### config.mk
export PLATFORM = sky130hd
export DESIGN_NAME = coddc_core
export DESIGN_NICKNAME = d
export VERILOG_FILES = /design/src/verilog/coddc_pkg.sv /design/src/verilog/coddc_sync_gen.sv /design/src/verilog/coddc_core.sv
export SDC_FILE = /design/constraint.sdc
export NUM_CORES = 1
export LEC_CHECK = 0
export BUFFER_PORTS_ARGS = -buffer_cell sky130_fd_sc_hd__buf_4
export CAP_MARGIN = 20
export CORE_ASPECT_RATIO = 1.1
export CORE_UTILIZATION = 45
export CTS_BUF_LIST = sky130_fd_sc_hd__clkbuf_8
export CTS_CLUSTER_DIAMETER = 40
export CTS_CLUSTER_SIZE = 14
export DETAILED_ROUTE_END_ITERATION = 10
export GPL_TIMING_DRIVEN = 0
export PLACE_DENSITY = 0.73
export SLEW_MARGIN = 20
export SYNTH_ARGS = -nofsm -noshare
export SYNTH_HDL_FRONTEND = slang
export SYNTH_SLANG_ARGS = --single-unit
### constraint.sdc
create_clock -name clk -period 7 [get_ports clk]
set_input_delay 0.7 -clock clk [delete_from_list [all_inputs] [get_ports clk]]
set_output_delay 0.7 -clock clk [all_outputs]
set_load 0.1 [all_outputs]
### src/verilog/coddc_pkg.sv
// Package: object indices, field layouts, reset values and timing for the dictionary core
package coddc_pkg;
    // Object indices and sub-indices
    localparam logic [15:0] IDX_DEVICE_PROFILE_TYPE = 16'h1000;
    localparam logic [15:0] IDX_ERROR_SUMMARY = 16'h1001;
    localparam logic [15:0] IDX_ERROR_HISTORY = 16'h1003;
    localparam logic [15:0] IDX_SYNC_MESSAGE_IDENTIFIER = 16'h1005;
    localparam logic [15:0] IDX_SYNC_CYCLE_PERIOD = 16'h1006;
    localparam logic [7:0] SUB_COUNT = 8'h00;
    localparam logic [7:0] SUB_FIRST_ENTRY = 8'h01;
    // Error summary bit positions
    localparam int ERR_GENERIC = 0;
    localparam int ERR_CURRENT = 1;
    localparam int ERR_VOLTAGE = 2;
    localparam int ERR_TEMPERATURE = 3;
    localparam int ERR_COMMUNICATION = 4;
    localparam int ERR_PROFILE = 5;
    localparam int ERR_MAKER = 7;
    localparam logic [7:0] ERR_CATEGORY_MASK = 8'hBE;
    // History
    localparam int HISTORY_DEPTH = 4;
    localparam logic [31:0] HISTORY_COUNT_RESET = 32'h0000_0000;
    // Sync identifier: bit 30 activates the generator
    localparam int SYNC_GEN_BIT = 30;
    localparam logic [31:0] SYNC_ID_RESET = 32'h0000_0080;
    localparam logic [31:0] SYNC_PERIOD_RESET = 32'h0000_0000;
    // Sync period unit
    localparam int CLK_HZ = 10_000_000;
    localparam int SYNC_UNIT_NS = 125_000;
    localparam int SYNC_UNIT_CYCLES = SYNC_UNIT_NS / (1_000_000_000 / CLK_HZ);
    // Access answer codes
    localparam logic [1:0] ACK_OK = 2'h0;
    localparam logic [1:0] ACK_READ_ONLY = 2'h1;
    localparam logic [1:0] ACK_BAD_VALUE = 2'h2;
    localparam logic [1:0] ACK_NO_OBJECT = 2'h3;
endpackage

### src/verilog/coddc_sync_gen.sv
// Periodic sync pulse generator counting 125 us units
`timescale 1ns/1ps
module coddc_sync_gen #(
    parameter int UNIT_CYCLES = coddc_pkg::SYNC_UNIT_CYCLES
) (
    input wire logic clk,
    input wire logic reset,
    input wire logic enable,
    input wire logic [31:0] period_units,
    output logic sync_pulse
);
    localparam int UW = $clog2(UNIT_CYCLES + 1);
    logic [UW-1:0] unit_count;
    logic unit_tick;
    logic [31:0] period_count;
    logic running;

    // ==========================================
    // 125 us unit divider
    assign running = enable && (period_units != 32'h0000_0000);
    assign unit_tick = running && (unit_count == UW'(UNIT_CYCLES - 1));

    always_ff @(posedge clk) begin
        if (reset || !running || unit_tick) begin
            unit_count <= '0;
        end else begin
            unit_count <= unit_count + UW'(1);
        end
    end

    // ==========================================
    // Period counter
    always_ff @(posedge clk) begin
        if (reset || !running) begin
            period_count <= 32'h0000_0000;
            sync_pulse <= 1'b0;
        end else if (unit_tick) begin
            if (period_count >= period_units - 32'h0000_0001) begin
                period_count <= 32'h0000_0000;
                sync_pulse <= 1'b1; // RL5
            end else begin
                period_count <= period_count + 32'h0000_0001;
                sync_pulse <= 1'b0;
            end
        end else begin
            sync_pulse <= 1'b0;
        end
    end
endmodule

### src/verilog/coddc_core.sv
// Communication object dictionary core: identity, error summary, history, sync
// Operation
// RL1: Read-only profile identification word at 1000.
// RL2: Fault sets its category bit; bit6 zero.
// RL3: Bit 0 set whenever any error present.
// RL4: History count 0..4; only zero write clears.
// RL5: Sync period counts 125us units.
// RL6: Sync generator stopped until identifier activates.
`timescale 1ns/1ps
module coddc_core #(
    parameter logic [31:0] PROFILE_TYPE = 32'h0000_0000, // Arbitrary value
    parameter int UNIT_CYCLES = coddc_pkg::SYNC_UNIT_CYCLES
) (
    input wire logic clk,
    input wire logic reset,
    // Object access port
    input wire logic req_valid,
    input wire logic req_write,
    input wire logic [15:0] req_index,
    input wire logic [7:0] req_subindex,
    input wire logic [31:0] req_wdata,
    output logic resp_valid,
    output logic [31:0] resp_rdata,
    output logic [1:0] resp_code,
    // Fault reporting from the drive
    input wire logic fault_valid,
    input wire logic [7:0] fault_category,
    input wire logic [31:0] fault_code,
    input wire logic fault_clear,
    // Sync generator output
    output logic sync_pulse,
    output logic sync_active
);
    logic [7:0] error_summary;
    logic [31:0] error_history_list [coddc_pkg::HISTORY_DEPTH];
    logic [2:0] history_count;
    logic [31:0] sync_message_identifier;
    logic [31:0] sync_cycle_period;
    logic wr_count;
    logic count_ok;
    logic [31:0] next_rdata;
    logic [1:0] next_code;
    int entry_sel;

    function automatic logic hit(input logic [15:0] idx, input logic [15:0] want);
        return idx == want;
    endfunction

    assign wr_count = req_valid && req_write && hit(req_index, coddc_pkg::IDX_ERROR_HISTORY)
        && req_subindex == coddc_pkg::SUB_COUNT;
    assign count_ok = req_wdata == 32'h0000_0000;
    assign entry_sel = int'(req_subindex) - int'(coddc_pkg::SUB_FIRST_ENTRY);

    // ==========================================
    // Error summary
    always_ff @(posedge clk) begin
        if (reset) begin
            error_summary <= 8'h00;
        end else if (fault_valid) begin
            // New fault wins over a same-cycle clear
            error_summary <= (fault_clear ? 8'h00 : error_summary)
                | (fault_category & coddc_pkg::ERR_CATEGORY_MASK)
                | 8'h01; // RL2 RL3
        end else if (fault_clear) begin
            error_summary <= 8'h00;
        end
    end

    // ==========================================
    // Error history, newest at entry 1
    always_ff @(posedge clk) begin
        if (reset) begin
            history_count <= 3'h0;
            for (int i = 0; i < coddc_pkg::HISTORY_DEPTH; i++) begin
                error_history_list[i] <= 32'h0000_0000;
            end
        end else if (fault_valid) begin
            // Logging beats a same-cycle clear so the fault is not lost
            for (int i = coddc_pkg::HISTORY_DEPTH - 1; i > 0; i--) begin
                error_history_list[i] <= error_history_list[i-1];
            end
            error_history_list[0] <= fault_code;
            if (wr_count && count_ok) begin
                history_count <= 3'h1;
            end else if (history_count < 3'(coddc_pkg::HISTORY_DEPTH)) begin
                history_count <= history_count + 3'h1; // RL4
            end
        end else if (wr_count && count_ok) begin
            history_count <= 3'h0; // RL4
        end
    end

    // ==========================================
    // Sync configuration
    always_ff @(posedge clk) begin
        if (reset) begin
            sync_message_identifier <= coddc_pkg::SYNC_ID_RESET;
            sync_cycle_period <= coddc_pkg::SYNC_PERIOD_RESET;
        end else if (req_valid && req_write) begin
            if (hit(req_index, coddc_pkg::IDX_SYNC_MESSAGE_IDENTIFIER)) begin
                sync_message_identifier <= req_wdata; // RL6
            end
            if (hit(req_index, coddc_pkg::IDX_SYNC_CYCLE_PERIOD)) begin
                sync_cycle_period <= req_wdata;
            end
        end
    end

    // Stays off until the identifier's generate bit is written
    assign sync_active = sync_message_identifier[coddc_pkg::SYNC_GEN_BIT]; // RL6

    coddc_sync_gen #(
        .UNIT_CYCLES(UNIT_CYCLES)
    ) u_sync (
        .clk(clk),
        .reset(reset),
        .enable(sync_active),
        .period_units(sync_cycle_period),
        .sync_pulse(sync_pulse)
    );

    // ==========================================
    // Access answer
    always_comb begin
        next_rdata = 32'h0000_0000;
        next_code = coddc_pkg::ACK_OK;
        unique case (req_index)
            coddc_pkg::IDX_DEVICE_PROFILE_TYPE: begin
                next_rdata = PROFILE_TYPE;
                if (req_write) begin
                    next_code = coddc_pkg::ACK_READ_ONLY; // RL1
                end
            end
            coddc_pkg::IDX_ERROR_SUMMARY: begin
                next_rdata = {24'h00_0000, error_summary};
                if (req_write) begin
                    next_code = coddc_pkg::ACK_READ_ONLY;
                end
            end
            coddc_pkg::IDX_ERROR_HISTORY: begin
                if (req_subindex == coddc_pkg::SUB_COUNT) begin
                    next_rdata = {29'h0000_0000, history_count};
                    if (req_write && !count_ok) begin
                        next_code = coddc_pkg::ACK_BAD_VALUE; // RL4
                    end
                end else if (entry_sel >= 0 && entry_sel < int'(history_count)) begin
                    next_rdata = error_history_list[entry_sel[1:0]];
                    if (req_write) begin
                        next_code = coddc_pkg::ACK_READ_ONLY;
                    end
                end else begin
                    next_code = coddc_pkg::ACK_NO_OBJECT;
                end
            end
            coddc_pkg::IDX_SYNC_MESSAGE_IDENTIFIER: begin
                next_rdata = sync_message_identifier;
            end
            coddc_pkg::IDX_SYNC_CYCLE_PERIOD: begin
                next_rdata = sync_cycle_period;
            end
            default: begin
                next_code = coddc_pkg::ACK_NO_OBJECT;
            end
        endcase
    end

    always_ff @(posedge clk) begin
        if (reset) begin
            resp_valid <= 1'b0;
            resp_rdata <= 32'h0000_0000;
            resp_code <= coddc_pkg::ACK_OK;
        end else begin
            resp_valid <= req_valid;
            if (req_valid) begin
                resp_rdata <= next_rdata;
                resp_code <= next_code;
            end
        end
    end
endmodule

Yosys cells after proc, flatten, opt, wreduce, memory -nomap -nowiden
Memories as Yosys holds them, arrays and structs flattened.
Cells that the tools add are included.
W data, S select, Z words.
- flip-flop bits (word level): 154
- memories kept: 1
- output and inout bits: 37
- memory bits (writable): 128
- word-level logic and storage cells: 80
- bits of input ports: 102
- equality and inequality tests: 6
- reduce and logical (&&, ||, !) cells: 23
- magnitude comparators: 4
- bitwise logic cells: 6
- add/sub/neg operators: 5
- muxes and demuxes: 25
- memory list (memory ; words ; bits a word ; rd ports ; clocked after memory_dff ; wr ports ; line ; text):
    error_history_list ; 4 ; 32 ; 4 ; 0 ; 4 ; coddc_core.sv:35 ; logic [31:0] error_history_list [coddc_pkg::HISTORY_DEPTH];
- operator list (kind ; number):
    $mux W32 ; 7
    $pmux W32 S4 ; 1
    $eq A16 B13 Y1 const B ; 5
    $add A32 B1 Y32 const B ; 1
    $ge A32 B32 Y1 ; 1
    $logic_not A32 Y1 ; 1
    $reduce_bool A32 Y1 ; 1
    $sub A32 B1 Y32 const B ; 1
    $mux W8 ; 2
    $mux W3 ; 4
    $add A11 B1 Y11 const B ; 1
    $eq A11 B11 Y1 const B ; 1
    $ge A9 B1 Y1 const B ; 1
    $lt A9 B4 Y1 ; 1
    $sub A8 B1 Y9 const B ; 1
    $logic_and A1 B1 Y1 ; 8
    $logic_not A8 Y1 ; 1
    $or A8 B8 Y8 ; 1
    $mux W1 ; 7
    $mux W2 ; 3
    $pmux W2 S3 ; 1
    $reduce_and A2 Y1 ; 3
    $reduce_or A2 Y1 ; 3
    $or A1 B1 Y1 ; 4
    6 further kinds ; 9

Logic depth before layout (Yosys ltp)
- depth after elaboration: 6
- gate-level depth with buffers: 20

Modules after synthesis
From an unflattened synthesis, not the netlist that was laid out.
- cells, all modules: 1302
- area total of the unflattened synthesis: 13793.2 µm²
- modules (own cells, without submodules) (module ; instances ; seq. area each (µm²) ; area each (µm²) ; cells each):
    coddc_core ; 1 ; 6025.8 ; 10445.0 ; 889
    coddc_sync_gen ; 1 ; 880.8 ; 3348.2 ; 413

Worst setup path after synthesis
No wires, ideal clock.
- path kind: input port to flip-flop
- start: input port req_subindex[0]
- end: register resp_rdata[11]
- data required time: 6.930 ns
- setup time: 0.070 ns
- setup slack: 1.954 ns
- stages: 20
- arrival time: 4.975 ns
- path through: buf_2 > buf_1 > buf_2 > inv_1 > ha_1 > clkbuf_1 > clkbuf_1 > inv_1 > ha_1 > a21boi_0 > o21ai_0 > nand3_1 > nor3_1 > ha_1 > nand3_1 > nor4_1 > clkbuf_1 > a222oi_1 > nand2b_1 > a21oi_1
- longest elaborated chain between the ends: 6
- elaborated cells on any way between the ends: 9
- classes of those cells: add/sub: 1; order compare: 2; mux: 3; reduce/logical: 2; memory: 1
- ends and longest elaborated chain (element ; line ; text):
    start: declaration ; coddc_core.sv:20 ; input wire logic [7:0] req_subindex,
    $sub A8 B1 Y9 ; coddc_core.sv:52 ; assign entry_sel = int'(req_subindex) - int'(coddc_pkg::SUB_FIRST_ENTRY);
    $ge A9 B1 Y1 or $lt A9 B4 Y1 (tied branches) ; coddc_core.sv:146 ; end else if (entry_sel >= 0 && entry_sel < int'(history_count)) begin
    $logic_and A1 B1 Y1 ; coddc_core.sv:146 ;
    $mux W32 ; coddc_core.sv:146 ;
    $mux W32 (*) ; coddc_core.sv:141 ; if (req_subindex == coddc_pkg::SUB_COUNT) begin
    $pmux W32 S4 (*) ; coddc_core.sv:127 ; unique case (req_index)
    end signal: assignment ; coddc_core.sv:175 ; resp_rdata <= next_rdata;
    end: declaration ; coddc_core.sv:23 ; output logic [31:0] resp_rdata,
Every way passes the cells marked *; elsewhere a longest branch is shown, timed or not.
A chain may end at the register's enable or synchronous reset.

Final worst setup path
- start: input port req_subindex[0]
- end: register resp_rdata[16]
Same word-level chain as after synthesis.

==> impl_metrics.ini <==
[clock_tree]
cts_tree = yes
clockBufferDepth = 3
cts_max_level = 2
cts_setup_buffers = 0
path_clk_slew_ns = 0.07
cts-hold-fix-buffers = 0
cts-root-buf = clkbuf_8
numCtsBuffers = 40
cts-resized-gates = 0
clkSinkCount = 281
clkLatencyLatePin_ns = 0.57

[sta]
min_period_ns = 5.513
maxSlewViolCount = 0
slew-limit-headroom = 0.4289
rsz0062_at_grt = false
setup_violations = 0
max_clock_freq_mhz = 181.4
setup_tns_ns = 0
skew_ns = 0.02776
worst_pin_slew_ns = 0.8567
hold_viol_final = 0
fin_crit_sh = 0.7876

[logic_synthesis]
synth-compound-area-share = 0.1068
synth_edf_count = 128
yosysWarningCount = 0
muxShareOfSynthArea = 0.05441
ys_ff_latch = 281
synth_area_um2 = 13610
avgSynthCellArea_um2 = 10.35
syn_inst = 1315
synth_ff_type = dfxtp_1
ys_seq_area_frac = 0.5074
yosys.area_share.simple = 0.2152
synth_fp_nets = 1459
synth_top_family_by_area = simple AND/OR/NAND/NOR gates
synth_cell_types = 59
synth_xor_xnor_area_share = 0.04632
async_reset_ff_frac = 0
synthAdderAreaFrac = 0.03860

[run_status]
status = complete, no violations

[drt]
drt_pass1_iterations = 5
routedWlPerCell_um = 17.39
viasPerCell = 5.479
drt_iter0_drc = 706
route.detailed.drc = 0
drt-total-wl_um = 32980
num_vias = 10390
drtAntennaViolNets = 0

[place]
place_inst = 1824
port_buffers = 133
dp_hpwl_um = 25080
gp_congestion = 0.9065

[global_route]
first_global_vias = 10220
grt_remaining_overflow = 0
grt_max_degree = 59
grt_pass1_wl_um = 53160
grt_antenna_before_repair = 0
grt_use_total = 0.2173

[pwr]
power.switching_mw = 0.8683
internal_power_mw = 2.603
clkPwrFrac = 0.416
seq_power_share = 0.519
leakage_nw = 5.983
pwr-share-comb = 0.066
p_sw_frac = 0.2502
powerDensity_nw_per_um2 = 216.4
irDropWorstVdd_uv = 161.1

[critical_path]
r2r.worst_path.cells = 16
rrSetupSlack_ns = 2.41
critical_path_arrival_ns = 5.98
crit_fanout = 10
r2r-end = u_sync.period_count[2]
crit_end = resp_rdata[16]
worstSetupStartpointType = input port
crit_path_end_kind = flop
worst_ep_required_time_ns = 7.47
worstSetupPathType = in -> reg
critPathLaunch = req_subindex[0]
r2r_start = sync_cycle_period[4]

[layout]
num-fill-cells = 2539
drive_gt1_frac = 0.1753
stdcell_count = 1897
n_antenna_cell = 0
synthToLayoutAreaGrowth_pct = 17.82
final_nets = 1636

[worst_hold_path]
hold_path.class = in -> reg

[die]
die_area_um2 = 30950
pin_count = 139
die_w_um = 167.8
core_area_um2 = 29650
initial_core_util = 0.4592
rows = 66
die_h_um = 184.4

[flow_run]
cap_violations = 0
## placed cells by master, fill, tap and decap left out, types with 6 or more instances in the layout
master / Yosys / final
a311oi_1: 8 / 8
a211oi_1: 33 / 32
a221oi_1: 8 / 8
clkinv_4: 0 / 6
nand2_1: 201 / 201
mux4_2: 32 / 32
xnor2_1: 54 / 54
buf_2: 8 / 8
ha_1: 42 / 42
nor2b_1: 8 / 8
edfxtp_1: 128 / 128
clkbuf_8: 0 / 43
dfxtp_1: 153 / 153
a222oi_1: 24 / 24
nor2_1: 66 / 66
buf_4: 0 / 133
nand4_1: 18 / 18
nand2b_1: 25 / 25
nor3_1: 31 / 31
inv_6: 0 / 8
or2_2: 7 / 6
inv_1: 22 / 25
xor2_1: 18 / 18
nor4_1: 21 / 20
a22oi_1: 6 / 6
nand3_1: 18 / 18
a21oi_1: 100 / 100
or3_1: 7 / 7
and2_1: 133 / 133
clkbuf_1: 74 / 74
## metrics by stage
| step | total power, mW | hold WS [ns] | utilization | instance area, um2 | setup slack [ns] |
|---|---|---|---|---|---|
| global placement | 2.057 | 0.4443 | 0.5087 | 15080 | 0.5408 |
| CTS | 3.491 | 0.3702 | 0.5408 | 16030 | 1.071 |
| finish | 3.471 | 0.3821 | 0.5410 | 16040 | 1.487 |
| floorplan | 1.956 | 0.4315 | - | 13610 | 1.954 |
| detailed placement | 2.066 | 0.4459 | 0.5105 | 15130 | 0.5134 |
| global route | 3.583 | 0.3853 | 0.5410 | 16040 | 1.001 |
## how the worst min path moves through the flow
| stage | slack [ns] | start | cells after the start | end |
|---|---|---|---|---|
| after floorplan | 0.43 | sync_message_identifier[10] | 2 | sync_message_identifier[10] |
| after global placement | 0.44 | sync_message_identifier[31] | 2 | sync_message_identifier[31] |
| after detailed placement | 0.45 | sync_message_identifier[27] | 2 | sync_message_identifier[27] |
| after CTS | 0.37 | fault_category[1] | 3 | error_summary[1] |
| after global routing | 0.39 | fault_category[1] | 3 | error_summary[1] |
| final | 0.38 | fault_category[1] | 3 | error_summary[1] |
## synth_stat cells (8+ instances only)
master | n | area share
nand2_1 | 201 | 0.055
dfxtp_1 | 153 | 0.23
and2_1 | 133 | 0.061
edfxtp_1 | 128 | 0.28
a21oi_1 | 100 | 0.037
clkbuf_1 | 74 | 0.020
nor2_1 | 66 | 0.018
xnor2_1 | 54 | 0.035
ha_1 | 42 | 0.039
a211oi_1 | 33 | 0.018
mux4_2 | 32 | 0.053
nor3_1 | 31 | 0.011
nand2b_1 | 25 | 0.011
a222oi_1 | 24 | 0.018
inv_1 | 22 | 0.0061
nor4_1 | 21 | 0.0097
nand3_1 | 18 | 0.0066
nand4_1 | 18 | 0.0083
xor2_1 | 18 | 0.012
a221oi_1 | 8 | 0.0051
a311oi_1 | 8 | 0.0051
buf_2 | 8 | 0.0029
nor2b_1 | 8 | 0.0037
## sequential cells by signal, summed over array words and instances, names as in the netlist
name	count
error_history_list	128
resp_rdata	32
sync_cycle_period	32
sync_message_identifier	32
u_sync.period_count	32
u_sync.unit_count	11
error_summary	7
history_count	3
resp_code	2
resp_valid	1
u_sync.sync_pulse	1
## routing by layer
layer / wire, um / up-vias / global-route usage
li1: - / 5098 / -
met1: 13910 / 4951 / 0.2673
met2: 16420 / 273 / 0.3833
met3: 1693 / 72 / 0.03565
met4: 962 / 0 / 0.08000
met5: 0 / - / 0
## kinds of logic (layout without fill, tap and decap cells)
kind of cell	count (synthesis)	in the layout
AND/OR/NAND/NOR	569	569
adder cells (fa/ha/maj)	42	42
multiplexers	34	34
AO/OA/AOI/OAI	210	210
XOR/XNOR	72	72
buffers and inverters	107	315
flip-flops	281	281
## worst max-delay path, cell delays in order
cell and delay (ns):
buf_2 0.24, buf_1 0.63, buf_2 0.43, inv_1 0.08, ha_1 0.32, clkbuf_1 0.29, clkbuf_1 0.54, inv_1 0.10
ha_1 0.29, a21boi_0 0.11, o21ai_0 0.16, nand3_1 0.09, nor3_1 0.18, ha_1 0.22, nand3_1 0.09, nor4_2 0.55
clkbuf_1 0.43, a222oi_1 0.16, nand2b_1 0.18, a21oi_1 0.17
## power groups by stage
stage / registers, mW / logic (mW) / clock network, mW
CTS: 1.80 / 0.229 / 1.46
finish: 1.80 / 0.228 / 1.44
global route: 1.81 / 0.245 / 1.53
detailed placement: 1.84 / 0.229 / 0
floorplan: 1.84 / 0.114 / 0
global placement: 1.84 / 0.221 / 0
## layout make-up
cell class                      instances  area, um2  area share
Sequential cell                       281       6907      0.4306
Buffer                                 85      344.1     0.02145
Inverter                               22      82.58    0.005149
Timing Repair Buffer                  135       1046     0.06522
Tap cell                              374      467.9     0.02918
Multi-Input combinational cell        927       6294      0.3924
Clock inverter                         30      306.5     0.01911
Clock buffer                           43      591.8     0.03690
Power figures use the tool's default switching activity.
